$ cat src/design/balu_pkg.sv
// package: operation codes, flag positions, timing counts for the byte alu
// ****************************************
// Functional notes
// ****************************************
// Functional notes
// [RULE_01] add and add-with-carry write d+s(+c), update z c n v h, one clock
// [RULE_02] word add immediate adds constant to 16-bit pair, z c n v s, two clocks
// [RULE_03] subtract register or constant writes d-s, z c n v h, one clock
// [RULE_04] subtract with carry register writes d-s-c, z c n v h, one clock
// [RULE_05] subtract with carry constant writes d-k-c, z c n v h, one clock
// [RULE_06] word subtract immediate subtracts constant from pair, z c n v s, two clocks
// [RULE_07] and with register or constant writes result, z n v only, one clock
// [RULE_08] or with register or constant writes result, z n v only, one clock
// [RULE_09] exclusive or writes d^s, z n v only, one clock
// [RULE_10] complement writes 0xFF-d, z c n v, one clock
// [RULE_11] set mask ors constant into d, z n v, one clock
// [RULE_12] clear mask ands d with inverse constant, z n v, one clock
// [RULE_13] test ands register with itself, z n v from value, one clock
// [RULE_14] clear register xors with itself to zero, z n v, one clock
// [RULE_15] flags not affected by an operation keep their prior values
package balu_pkg;
    typedef enum logic [4:0] {
        BALU_OP_ADD,
        BALU_OP_ADD_CARRY,
        BALU_OP_WORD_ADD_IMM,
        BALU_OP_SUB,
        BALU_OP_SUB_CONST,
        BALU_OP_SUB_CARRY,
        BALU_OP_SUB_CARRY_CONST,
        BALU_OP_WORD_SUB_IMM,
        BALU_OP_AND,
        BALU_OP_AND_CONST,
        BALU_OP_OR,
        BALU_OP_OR_CONST,
        BALU_OP_XOR,
        BALU_OP_COM,
        BALU_OP_SET_MASK,
        BALU_OP_CLEAR_MASK,
        BALU_OP_TEST,
        BALU_OP_ZERO_REG
    } balu_op_t;
    // flag positions in the status byte
    localparam int unsigned FLAG_C = 0;
    localparam int unsigned FLAG_Z = 1;
    localparam int unsigned FLAG_N = 2;
    localparam int unsigned FLAG_V = 3;
    localparam int unsigned FLAG_S = 4;
    localparam int unsigned FLAG_H = 5;
    localparam logic [7:0] ALL_ONES = 8'hFF;
    localparam logic [7:0] FLAGS_RESET = 8'h00;
    localparam logic [7:0] RESULT_RESET = 8'h00;
    localparam int unsigned BYTE_CYCLES = 1;
    localparam int unsigned WORD_CYCLES = 2;
endpackage

$ cat src/design/balu_core.sv
// combinational byte arithmetic: sum or difference with carry, half carry, overflow
`timescale 1ns/1ps
module balu_core (
    // operands
    input wire logic [7:0] a_i,
    input wire logic [7:0] b_i,
    input wire logic cin_i,
    input wire logic sub_i,
    // results
    output logic [7:0] res_o,
    output logic c_o,
    output logic h_o,
    output logic v_o
);
    logic [8:0] full;
    logic [4:0] low;
    logic [7:0] bx;
    always_comb
    begin
        // subtract as a + ~b + ~borrow so one adder serves both
        bx = sub_i ? ~b_i : b_i;
        full = {1'b0, a_i} + {1'b0, bx} + {8'h00, cin_i ^ sub_i};
        low = {1'b0, a_i[3:0]} + {1'b0, bx[3:0]} + {4'h0, cin_i ^ sub_i};
        res_o = full[7:0];
        c_o = full[8] ^ sub_i;
        h_o = low[4] ^ sub_i;
        v_o = (a_i[7] == bx[7]) && (full[7] != a_i[7]);
    end
endmodule

$ cat src/design/balu_top.sv
// byte alu: executes one arithmetic or logic operation and holds result and flags
`timescale 1ns/1ps
module balu_top (
    // clock and reset
    input wire logic SYS_CLK_I,
    input wire logic RST_N_I,
    // request from decoder
    input wire logic START_I,
    input wire balu_pkg::balu_op_t OP_I,
    input wire logic [7:0] DEST_I,
    input wire logic [7:0] DEST_HIGH_I,
    input wire logic [7:0] SOURCE_OPERAND_I,
    input wire logic [7:0] FLAGS_I,
    // answer to register file
    output logic BUSY_O,
    output logic DONE_O,
    output logic WRITE_HIGH_O,
    output logic [7:0] RESULT_O,
    output logic [7:0] RESULT_HIGH_O,
    output logic [7:0] FLAGS_O
);
    // ****************************************
    // state
    // ****************************************
    typedef enum logic {BALU_IDLE, BALU_WORD2} balu_state_t;
    balu_state_t state_q, state_d;
    logic done_q, done_d;
    logic whigh_q, whigh_d;
    logic [7:0] res_q, res_d;
    logic [7:0] resh_q, resh_d;
    logic [7:0] flags_q, flags_d;
    logic [7:0] wlo_q, wlo_d;
    logic wc_q, wc_d;
    balu_pkg::balu_op_t op_q, op_d;

    // shared adder
    logic [7:0] add_a, add_b, add_r;
    logic add_cin, add_sub, add_c, add_h, add_v;

    balu_core u_core (
        .a_i(add_a),
        .b_i(add_b),
        .cin_i(add_cin),
        .sub_i(add_sub),
        .res_o(add_r),
        .c_o(add_c),
        .h_o(add_h),
        .v_o(add_v)
    );

    function automatic logic is_word(input balu_pkg::balu_op_t op);
        is_word = (op == balu_pkg::BALU_OP_WORD_ADD_IMM) ||
            (op == balu_pkg::BALU_OP_WORD_SUB_IMM);
    endfunction

    // ****************************************
    // next state
    // ****************************************
    always_comb
    begin
        logic [7:0] lr;
        lr = 8'h00;
        state_d = state_q;
        done_d = 1'b0;
        whigh_d = 1'b0;
        res_d = res_q;
        resh_d = resh_q;
        flags_d = flags_q;
        wlo_d = wlo_q;
        wc_d = wc_q;
        op_d = op_q;
        add_a = DEST_I;
        add_b = SOURCE_OPERAND_I;
        add_cin = 1'b0;
        add_sub = 1'b0;
        unique case (state_q)
            BALU_IDLE:
            begin
                if (START_I)
                begin
                    // [RULE_15] keep unaffected flags
                    flags_d = FLAGS_I;
                    op_d = OP_I;
                    unique case (OP_I)
                        // [RULE_01] add forms
                        balu_pkg::BALU_OP_ADD, balu_pkg::BALU_OP_ADD_CARRY,
                        // [RULE_03] subtract forms
                        balu_pkg::BALU_OP_SUB, balu_pkg::BALU_OP_SUB_CONST,
                        // [RULE_04] subtract with carry
                        balu_pkg::BALU_OP_SUB_CARRY,
                        // [RULE_05] subtract carry constant
                        balu_pkg::BALU_OP_SUB_CARRY_CONST:
                        begin
                            add_sub = (OP_I != balu_pkg::BALU_OP_ADD) &&
                                (OP_I != balu_pkg::BALU_OP_ADD_CARRY);
                            add_cin = ((OP_I == balu_pkg::BALU_OP_ADD_CARRY) ||
                                (OP_I == balu_pkg::BALU_OP_SUB_CARRY) ||
                                (OP_I == balu_pkg::BALU_OP_SUB_CARRY_CONST)) &&
                                FLAGS_I[balu_pkg::FLAG_C];
                            lr = add_r;
                            flags_d[balu_pkg::FLAG_C] = add_c;
                            flags_d[balu_pkg::FLAG_H] = add_h;
                            flags_d[balu_pkg::FLAG_V] = add_v;
                        end
                        // [RULE_02] word add low byte
                        // [RULE_06] word subtract low byte
                        balu_pkg::BALU_OP_WORD_ADD_IMM, balu_pkg::BALU_OP_WORD_SUB_IMM:
                        begin
                            add_sub = (OP_I == balu_pkg::BALU_OP_WORD_SUB_IMM);
                            lr = add_r;
                        end
                        // [RULE_07] and
                        balu_pkg::BALU_OP_AND, balu_pkg::BALU_OP_AND_CONST:
                        begin
                            lr = DEST_I & SOURCE_OPERAND_I;
                            flags_d[balu_pkg::FLAG_V] = 1'b0;
                        end
                        // [RULE_08] or
                        // [RULE_11] set mask
                        balu_pkg::BALU_OP_OR, balu_pkg::BALU_OP_OR_CONST,
                        balu_pkg::BALU_OP_SET_MASK:
                        begin
                            lr = DEST_I | SOURCE_OPERAND_I;
                            flags_d[balu_pkg::FLAG_V] = 1'b0;
                        end
                        // [RULE_09] exclusive or
                        balu_pkg::BALU_OP_XOR:
                        begin
                            lr = DEST_I ^ SOURCE_OPERAND_I;
                            flags_d[balu_pkg::FLAG_V] = 1'b0;
                        end
                        // [RULE_10] complement
                        balu_pkg::BALU_OP_COM:
                        begin
                            lr = balu_pkg::ALL_ONES - DEST_I;
                            flags_d[balu_pkg::FLAG_C] = 1'b1;
                            flags_d[balu_pkg::FLAG_V] = 1'b0;
                        end
                        // [RULE_12] clear mask
                        balu_pkg::BALU_OP_CLEAR_MASK:
                        begin
                            lr = DEST_I & (balu_pkg::ALL_ONES - SOURCE_OPERAND_I);
                            flags_d[balu_pkg::FLAG_V] = 1'b0;
                        end
                        // [RULE_13] test
                        balu_pkg::BALU_OP_TEST:
                        begin
                            lr = DEST_I & DEST_I;
                            flags_d[balu_pkg::FLAG_V] = 1'b0;
                        end
                        // [RULE_14] clear register
                        balu_pkg::BALU_OP_ZERO_REG:
                        begin
                            lr = DEST_I ^ DEST_I;
                            flags_d[balu_pkg::FLAG_V] = 1'b0;
                        end
                        default:
                        begin
                            lr = DEST_I;
                        end
                    endcase
                    res_d = lr;
                    if (is_word(OP_I))
                    begin
                        // high byte next cycle: the adder is shared, trading a cycle for area
                        wlo_d = lr;
                        wc_d = add_c;
                        state_d = BALU_WORD2;
                    end
                    else
                    begin
                        flags_d[balu_pkg::FLAG_Z] = (lr == 8'h00);
                        flags_d[balu_pkg::FLAG_N] = lr[7];
                        done_d = 1'b1;
                    end
                end
            end
            BALU_WORD2:
            begin
                // [RULE_02] high byte with carry
                // [RULE_06] high byte with borrow
                add_a = DEST_HIGH_I;
                add_b = 8'h00;
                add_sub = (op_q == balu_pkg::BALU_OP_WORD_SUB_IMM);
                add_cin = wc_q;
                resh_d = add_r;
                flags_d[balu_pkg::FLAG_C] = add_c;
                flags_d[balu_pkg::FLAG_Z] = ({add_r, wlo_q} == 16'h0000);
                flags_d[balu_pkg::FLAG_N] = add_r[7];
                flags_d[balu_pkg::FLAG_V] = add_v;
                flags_d[balu_pkg::FLAG_S] = add_r[7] ^ add_v;
                whigh_d = 1'b1;
                done_d = 1'b1;
                state_d = BALU_IDLE;
            end
        endcase
    end

    // ****************************************
    // registers
    // ****************************************
    always_ff @(posedge SYS_CLK_I or negedge RST_N_I)
    begin
        if (!RST_N_I)
        begin
            state_q <= BALU_IDLE;
            done_q <= 1'b0;
            whigh_q <= 1'b0;
            res_q <= balu_pkg::RESULT_RESET;
            resh_q <= balu_pkg::RESULT_RESET;
            flags_q <= balu_pkg::FLAGS_RESET;
            wlo_q <= 8'h00;
            wc_q <= 1'b0;
            op_q <= balu_pkg::BALU_OP_ADD;
        end
        else
        begin
            state_q <= state_d;
            done_q <= done_d;
            whigh_q <= whigh_d;
            res_q <= res_d;
            resh_q <= resh_d;
            flags_q <= flags_d;
            wlo_q <= wlo_d;
            wc_q <= wc_d;
            op_q <= op_d;
        end
    end

    assign BUSY_O = (state_q != BALU_IDLE);
    assign DONE_O = done_q;
    assign WRITE_HIGH_O = whigh_q;
    assign RESULT_O = res_q;
    assign RESULT_HIGH_O = resh_q;
    assign FLAGS_O = flags_q;
endmodule

$ cat config.mk
export PLATFORM = sky130hd
export DESIGN_NAME = balu_top
export DESIGN_NICKNAME = d
export VERILOG_FILES = /design/src/design/balu_pkg.sv /design/src/design/balu_core.sv /design/src/design/balu_top.sv
export SDC_FILE = /design/constraint.sdc
export NUM_CORES = 1
export LEC_CHECK = 0
export BUFFER_PORTS_ARGS = -buffer_cell sky130_fd_sc_hd__buf_2
export CAP_MARGIN = 40
export CORE_AREA = 2 2 84 86
export CTS_BUF_LIST = sky130_fd_sc_hd__clkbuf_8
export CTS_CLUSTER_DIAMETER = 120
export DETAILED_ROUTE_END_ITERATION = 16
export DIE_AREA = 0 0 86 88
export GPL_TIMING_DRIVEN = 0
export PLACE_DENSITY = 0.82
export SYNTH_ARGS = -nofsm -noshare
export SYNTH_HDL_FRONTEND = slang
export SYNTH_SLANG_ARGS = --single-unit
$ cat constraint.sdc
create_clock -name SYS_CLK_I -period 3.25 [get_ports SYS_CLK_I]
set_input_delay 0.65 -clock SYS_CLK_I [delete_from_list [all_inputs] [get_ports SYS_CLK_I]]
set_output_delay 0.65 -clock SYS_CLK_I [all_outputs]
set_load 0.005 [all_outputs]
---- Word level (Yosys, flattened, before mapping) ----
Index checks and enable logic that the tools add are counted.
storage, ports and cells
  flip-flop bits (word level) ............. 41
  bits in latches ......................... 0
  RAM bits ................................ 0
  bits in read-only memories .............. 0
  output and inout port bits .............. 27
  logic and storage cells ................. 93
  memories kept ........................... 0
cells by class
  add/sub/neg operators ................... 6
  multipliers ............................. 0
  div/mod/pow operators ................... 0
  $lt $le $gt $ge ......................... 0
  eq/ne operators ......................... 22
  shift operators ......................... 0
  multiplexer cells ....................... 25
  bitwise operators ....................... 12
  reduce and logical (&&, ||, !) cells .... 18
operators by type and width
  operator             number
  $pmux 8 s8           1
  $eq 5x4->1 const B   8
  $mux 8               5
  $eq 5x3->1 const B   5
  $and 8x8->8          3
  $logic_not 16->1     1
  $sub 8x8->8 const A  2
  $xor 8x8->8          2
  $pmux 1 s2           7
  $eq 5x2->1 const B   2
  $eq 5x5->1 const B   2
  $pmux 5 s2           1
  $reduce_or 10->1     1
  $add 8x8->9          1
  $add 9x1->9          1
  $mux 1               9
  $logic_not 8->1      1
  $not 8->8            1
  $or 8x8->8           1
  $reduce_or 8->1      1
  $reduce_or 6->1      1
  $add 4x4->5          1
  $add 5x1->5          1
  $eq 5x1->1 const B   1
  16 further kinds     24

---- Longest topological paths before layout ----
Gate-level depths: netlist of the first run.
  depth in word-level cells ............... 16
  gate-level depth with buffers ........... 16
  mapped depth without buffers ............ 14

---- Hierarchy ----
A second synthesis of the first run with hierarchy kept.
second synthesis, totals
  cell total of the unflattened synthesis .. 353
  area, all modules ....................... 3,100.5 µm²
modules (own cells, without submodules)
  module     instances  cells each  area an instance (µm²)  sequential area each (µm²)
  balu_top   1          303         2,676.3                 1,026.0
  balu_core  1          50          424.2                   0.0

---- Least setup slack after synthesis of the first run ----
OpenSTA, ideal clock, no wires.
  kind .................................... input to register
  start ................................... input port OP_I[3]
  end ..................................... register flags_q[1] (netlist: FLAGS_O[1])
  arrival ................................. 3.778 ns
  data required time ...................... 3.158 ns
  slack ................................... -0.620 ns
  stages .................................. 14
  cell sequence ........................... or2_2 > clkbuf_1 > o31ai_1 > buf_4 > xnor2_1 > fa_1 > fa_1 > nor2b_1 > o311a_1 > o31a_1 > nor3_1 > a2111oi_2 > inv_1 > o31ai_2
between the ends
  cells in the longest elaborated chain, start to end .. 16
  elaborated cells on any way between the ends .. 48
RTL lines
  what                                                  RTL line         source
  start: declaration                                    balu_top.sv:9    input wire balu_pkg::balu_op_t OP_I,
  branches (longest 15 deep; another with $add 8x8->9)  n/a
  $pmux 5 s2 *                                          balu_top.sv:76   unique case (state_q)
  end signal: assignment                                balu_top.sv:211  flags_q <= balu_pkg::FLAGS_RESET;
  end signal: assignment                                balu_top.sv:223  flags_q <= flags_d;
  end: declaration                                      balu_top.sv:31   logic [7:0] flags_q, flags_d;
Every way passes the cells marked *. The select of a mux whose other input is x is not followed.
A chain may end at the register's enable or synchronous reset.

---- Final worst setup path of the first run ----
Same ends and word-level chain as after synthesis.

==> results of run 1 <==
## sequential cells by signal, summed over array words and instances, names as in the netlist
signal and count:
BUSY_O 1, WRITE_HIGH_O 1, wlo_q 8, RESULT_O 8, RESULT_HIGH_O 8, DONE_O 1, op_q 5, wc_q 1
FLAGS_O 8
## worst max-delay path, cell delays in order
cell and delay [ns]:
buf_8 0.10, buf_4 0.13, buf_6 0.13, nor2_4 0.12, nand3_2 0.09, a21oi_2 0.13, a21oi_2 0.07, xor2_2 0.17
fa_2 0.37, fa_2 0.57, nor3_2 0.05, a311oi_1 0.21, a31oi_1 0.16, a31oi_2 0.23, and4_1 0.22, nand4_1 0.12
o31ai_2 0.24
## stage by stage
step	hold slack (ns)	total power [mW]
6_report	0.2395	1.693
2_1_floorplan	0.3544	1.018
3_3_place_gp	0.3944	1.215
3_5_place_dp	0.4248	1.240
5_1_grt	0.2632	1.779
4_1_cts	0.2453	1.628
## cell usage after synthesis, drive strengths merged (3+ instances only)
cell type,instances,area share
nand3,13,0.021
o21a,4,0.0096
nor3,7,0.011
a21oi,13,0.021
xor2,3,0.0084
o221ai,5,0.016
clkbuf,12,0.014
buf,9,0.020
nand2,55,0.066
a311oi,3,0.010
dfrtp,41,0.33
mux2,3,0.011
or2,3,0.0060
inv,31,0.037
a31oi,9,0.018
ha,15,0.060
a211oi,5,0.014
nor2b,8,0.016
mux2i,7,0.022
nand4,3,0.0060
nor2,20,0.024
nand2b,9,0.018
o21ai,41,0.067
xnor2,17,0.047
o31a,4,0.011
## timing repair
item | CTS | global route
pin swaps | 19 | 15
gates cloned | 0 | 0
gates resized for setup | 38 | 31
setup buffers | 20 | 6
endpoints found under the setup margin | 30 | 21
## how the worst max path moves through the flow
stage | from | end | slack, ns
3_3_place_gp | BUSY_O$_DFF_PN0_ | FLAGS_O[1]$_DFFE_PN0P_ | -1.17
6_report | OP_I[3] | FLAGS_O[1]$_DFFE_PN0P_ | -0.30
5_1_grt | OP_I[3] | FLAGS_O[1]$_DFFE_PN0P_ | -0.42
2_1_floorplan | OP_I[3] | FLAGS_O[1]$_DFFE_PN0P_ | -0.26
3_5_place_dp | BUSY_O$_DFF_PN0_ | FLAGS_O[1]$_DFFE_PN0P_ | -1.28
4_1_cts | BUSY_O$_DFF_PN0_ | FLAGS_O[1]$_DFFE_PN0P_ | -0.24
## area by class of cell
class,instances,area share
well taps,80,0.02392
inverters,31,0.02780
multi-input cells,288,0.5199
clock inverters,3,0.003288
clock buffers,5,0.01644
repair buffers,92,0.1324
plain buffers,18,0.03109
flip-flops and latches,41,0.2451
## per-layer routing
layer  vias to the layer above  share of wire  global-route usage  routed length [um]
li1                       1540              -                   -                   -
met1                      1605           0.41              0.3574                4209
met2                       193           0.47              0.4348                4858
met3                        39          0.082             0.03770                 845
met4                         0          0.038              0.1053                 388
met5                         -              0                   0                   0
## logic make-up (layout without fill, tap and decap cells)
family,count (synthesis),in the layout
AOI/OAI and AO/OA,106,106
xor gates and xnor gates,20,20
adders and majority gates,17,17
buffers and inverters,52,149
DFF,41,41
muxes,10,10
and+or+nand+nor,135,135
## report_power, final
group,switching (mW),internal (mW),leakage (nW)
logic,0.379,0.314,1.39
registers,0.0562,0.615,0.502
clock network,0.182,0.146,0.0491
total,0.617,1.08,1.94
==> impl_metrics.ini, run 1 <==
[global_routing]
antenna_found_initial = 0
grt_usage = 0.2662
grt_pass1_vias = 3173
grt_first_pass_wirelength_mm = 15.71
grt_max_degree = 29
grt_remaining_overflow = 0

[logic_synthesis]
synth_compound_area_frac = 0.2325
synthFlopType = dfrtp_1
postSynth.asyncResetShare = 1.000
avgSynthCellArea_sq_um = 8.236
syn_nets = 438
synth_simple_gate_area_frac = 0.2081
seq_area_frac_synth = 0.3270
synth_enable_flop_cells = 0
netlist_area_sq_um = 3138
synth_mux_area_frac = 0.03309
synth_top_family_by_area = compound AO/OA/AOI/OAI gates
synthCells = 381
ys_warn_count = 0
yosysUniqueCellTypes = 65
synth-seq-cells = 41
synthXorXnorAreaFrac = 0.05582
synth_fa_ha_area_frac = 0.07257

[setup_path]
worst_r2r_path_depth = 16
worstPathMaxFanout = 10
worstPathArrival_ns = 3.76
crit_type = in2reg
timing.rr.start = BUSY_O$_DFF_PN0_
critPathRequiredTime_ns = 3.46
r2r_slack_ns = -0.29
endpoint_kind = register
r2r-end = FLAGS_O[1]$_DFFE_PN0P_
critPathLaunchType = primary input

[sta]
fin_tns_setup_ns = -1.068
tightest_slew_ns = 0.5779
fin_crit_sh = 1.092
fmax_ghz = 0.2817
maxSlewViolCount = 0
setup_viol = 6
finalWorstSetupSlack_ns = -0.2996
hold_viol_final = 0
slew_headroom = 0.6117
rsz0062_at_grt = true
skew_ns = 0.008426
period_needed_ns = 3.550

[routing]
viasPerCell = 6.052
routedWlPerCell_um = 18.46
vias = 3377
wirelength_mm = 10.30
first_pass_iters = 11
antenna_left = 0
drcViolationCount = 1
drt_iter0_markers = 354

[clock_tree]
clockBufferDepth = 2
numCtsBuffers = 5
clkLatencyLatePin_ns = 0.30
cts_max_level = 2
clk_pin_slew_ns = 0.08
cts_hold_buf = 0
cts_tree = built
ctsRootBufferMaster = clkbuf_8
cts_num_sinks = 41

[worst_hold_path]
hold_class = in2async

[cells_and_area]
multiInputGateArea_sq_um = 2176
seqCellArea_sq_um = 1026
antennaDiodeCount = 0
layout.nets = 534
drive_gt1_frac = 0.3536
stdcell_area_sq_um = 4185
fillCellCount = 580
area_growth_pct = 33.37
fin_cells = 558
mostFrequentLayoutCells = buf_2, nand2_1, dfrtp_1
mostFrequentLayoutCell = buf_2
final_core_util = 0.6299

[run_status]
failed_checks = design-rule violations, negative setup slack
status = finished, violations left

[floorplanning]
rows = 30
num_io_pins = 67
design.core.area_sq_um = 6644
chipHeight_um = 88
die_area_sq_um = 7568
initial_utilization = 0.4723
die_w_um = 86

[placement]
dpl_cell_area_sq_um = 3651
placedCellCount = 528
hpwl_mm = 7.241
numPortBuffers = 66
gp_congestion = 1.007
dp_slack_ns = -1.279

[pwr]
ir_drop_mv = 0.1552
leakagePower_nw = 1.944
p_per_area_nw_per_um2 = 404.5

[flow_run]
drv_cap = 0
Note: power is estimated with default switching activity, not from simulation.
==> run 2, diff against run 1 <==
--- a/config.mk
+++ b/config.mk
@@ -6,14 +6,15 @@
 export NUM_CORES = 1
 export LEC_CHECK = 0
 export BUFFER_PORTS_ARGS = -buffer_cell sky130_fd_sc_hd__buf_2
-export CAP_MARGIN = 40
-export CORE_AREA = 2 2 84 86
+export CELL_PAD_IN_SITES_DETAIL_PLACEMENT = 0
+export CELL_PAD_IN_SITES_GLOBAL_PLACEMENT = 2
+export CORE_AREA = 2 2 106 108
 export CTS_BUF_LIST = sky130_fd_sc_hd__clkbuf_8
 export CTS_CLUSTER_DIAMETER = 120
 export DETAILED_ROUTE_END_ITERATION = 16
-export DIE_AREA = 0 0 86 88
+export DIE_AREA = 0 0 108 110
 export GPL_TIMING_DRIVEN = 0
-export PLACE_DENSITY = 0.82
+export PLACE_DENSITY = 0.86
 export SYNTH_ARGS = -nofsm -noshare
 export SYNTH_HDL_FRONTEND = slang
 export SYNTH_SLANG_ARGS = --single-unit
==> run 2 against run 1 <==
Compared with the run above:
- the run ends with negative setup slack left
- sequential cell count unchanged
- worst hold slack improved by 0.20 ns
- non-clock buffer count grew 5
- sequential share of layout area decreased by 0.88 points
- global-route usage down 8.1 points
- power rose by 2.7%
- routed wire length up 4.7%
- via count is 5.1% lower
- critical endpoint is now RESULT_O[7]$_DFFE_PN0P_
- largest power group unchanged
==> impl_metrics.ini, run 2 (synthesis gave the netlist of run 1 again) <==
[global_routing]
grt_first_pass_wirelength_mm = 16.88
grt_pass1_vias = 3146
grt_max_degree = 42
antenna_found_initial = 0
grt_remaining_overflow = 0
grt_usage = 0.1847

[setup_path]
max_stage_delay_ns = 0.40
cpMaxStageDelayCell = dfrtp_1
crit_type = reg2reg
worst_r2r_path_depth = 18
worst_path_most_repeated_cell = buf_4
worstPathMaxFanout = 4
critPathLaunchType = register
crit_chain = nor4bb_2 > nand3_1 > o31ai_4 > buf_6 > buf_4 > buf_6 > xor2_2 > ha_1 > nor2b_2 > o2111ai_1 > nand3_2 > buf_4 > buf_6 > a311oi_4 > a211oi_4 > buf_4 > buf_4 > o21ai_0
r2r_slack_ns = -0.30
r2r-end = RESULT_O[7]$_DFFE_PN0P_
worstPathArrival_ns = 3.77
critPathRequiredTime_ns = 3.47
timing.rr.start = op_q[3]$_DFFE_PN0P_
endpoint_kind = register

[cells_and_area]
seqCellArea_sq_um = 1026
area_growth_pct = 38.32
final_core_util = 0.4057
mostFrequentLayoutCell = buf_2
layout.nets = 539
mostFrequentLayoutCells = buf_2, nand2_1, dfrtp_1
multiInputGateArea_sq_um = 2213
stdcell_area_sq_um = 4340
fin_cells = 623
fillCellCount = 1108
antennaDiodeCount = 0
drive_gt1_frac = 0.3602

[sta]
period_needed_ns = 3.549
finalWorstSetupSlack_ns = -0.2993
setup_viol = 10
tightest_slew_ns = 0.9175
rsz0062_at_grt = true
holdWs_ns = 0.4362
fin_crit_sh = 1.092
maxSlewViolCount = 0
skew_ns = 0.01060
fmax_ghz = 0.2817
slew_headroom = 0.3883
hold_viol_final = 0

[run_status]
failed_checks = negative setup slack
status = finished, violations left

[routing]
met2_length_mm = 4.889
wirelength_mm = 10.78
vias = 3204
routedWlPerCell_um = 17.31
routed.top_layer = met4
first_pass_iters = 5
m1WireLength_mm = 5.142
drt_iter0_markers = 171
drcViolationCount = 0
wl_met3_um = 511
viasPerCell = 5.143
antenna_left = 0

[pwr]
switching_share = 0.3600
ir_drop_mv = 0.2054
p_per_area_nw_per_um2 = 400.7
p_sw_mw = 0.6262
combinationalPowerShare = 0.425
leakagePower_nw = 1.967
power_frac_seq = 0.384
internal_power_mw = 1.113
clock_power_share = 0.191

[worst_hold_path]
whs_endpoint = WRITE_HIGH_O$_DFF_PN0_
hp-start = BUSY_O$_DFF_PN0_
min_path_cells = 0
hold_class = reg2reg

[floorplanning]
initial_utilization = 0.2933
num_io_pins = 67
die_area_sq_um = 11880
die_w_um = 108
design.core.area_sq_um = 10700
chipHeight_um = 110
rows = 38

[clock_tree]
cts_max_level = 2
clockBufferDepth = 2
cts_tree = built
numCtsBuffers = 5
clk_pin_slew_ns = 0.08
clkLatencyLatePin_ns = 0.30
cts_num_sinks = 41
cts_hold_buf = 0
ctsRootBufferMaster = clkbuf_8

[placement]
numPortBuffers = 66
dpl_cell_area_sq_um = 3706
dp_slack_ns = -1.430
placedCellCount = 587
hpwl_mm = 8.043
gp_congestion = 0.8322

[flow_run]
drv_cap = 0
-- run 2: final cells by class --
type,count,area share
plain buffers,18,0.03142
clock buffers,5,0.01585
multi-input cells,288,0.5099
repair buffers,97,0.1352
well taps,140,0.04036
clock inverters,3,0.004036
inverters,31,0.02681
flip-flops and latches,41,0.2364
-- run 2: worst max path at each step --
stage                              startpoint                       to  cells past startpoint
final                     op_q[3]$_DFFE_PN0P_  RESULT_O[7]$_DFFE_PN0P_                     18
after global routing      op_q[3]$_DFFE_PN0P_  RESULT_O[7]$_DFFE_PN0P_                     18
after global placement       BUSY_O$_DFF_PN0_   FLAGS_O[1]$_DFFE_PN0P_                     13
after CTS                             OP_I[4]   FLAGS_O[1]$_DFFE_PN0P_                     15
after detailed placement     BUSY_O$_DFF_PN0_   FLAGS_O[1]$_DFFE_PN0P_                     13
after floorplan                       OP_I[3]   FLAGS_O[1]$_DFFE_PN0P_                     14
-- run 2: stage by stage --
step | power [mW] | setup TNS [ns]
2_1_floorplan | 1.018 | -0.6749
3_3_place_gp | 1.239 | -20.61
3_5_place_dp | 1.250 | -21.10
4_1_cts | 1.663 | -0.7924
5_1_grt | 1.859 | -4.829
6_report | 1.739 | -1.696
-- run 2: power by group through the flow --
stage	logic [mW]	registers (mW)	clock network [mW]
CTS	0.660	0.669	0.334
global route	0.813	0.685	0.360
global placement	0.563	0.676	0
finish	0.739	0.668	0.331
detailed placement	0.571	0.679	0
floorplan	0.340	0.678	0
-- run 2: timing repair --
action | CTS | global route
pin swaps | 19 | 17
setup endpoints to repair | 30 | 20
resized for setup | 43 | 27
buffers inserted | 22 | 10
-- run 2: routing by layer --
metal,GRT usage,up-vias
li1,-,1545
met5,0,-
met1,0.2638,1538
met3,0.01822,18
met2,0.2938,103
met4,0.06044,0
-- run 2: worst max-delay path, delay by kind of cell (launching register included) --
kind	cells	cell delay, ns
compound gates	5	0.81
fa+ha+maj	1	0.26
simple gates	4	0.88
flops	1	0.40
xor+xnor	1	0.14
buf+inv	7	0.96
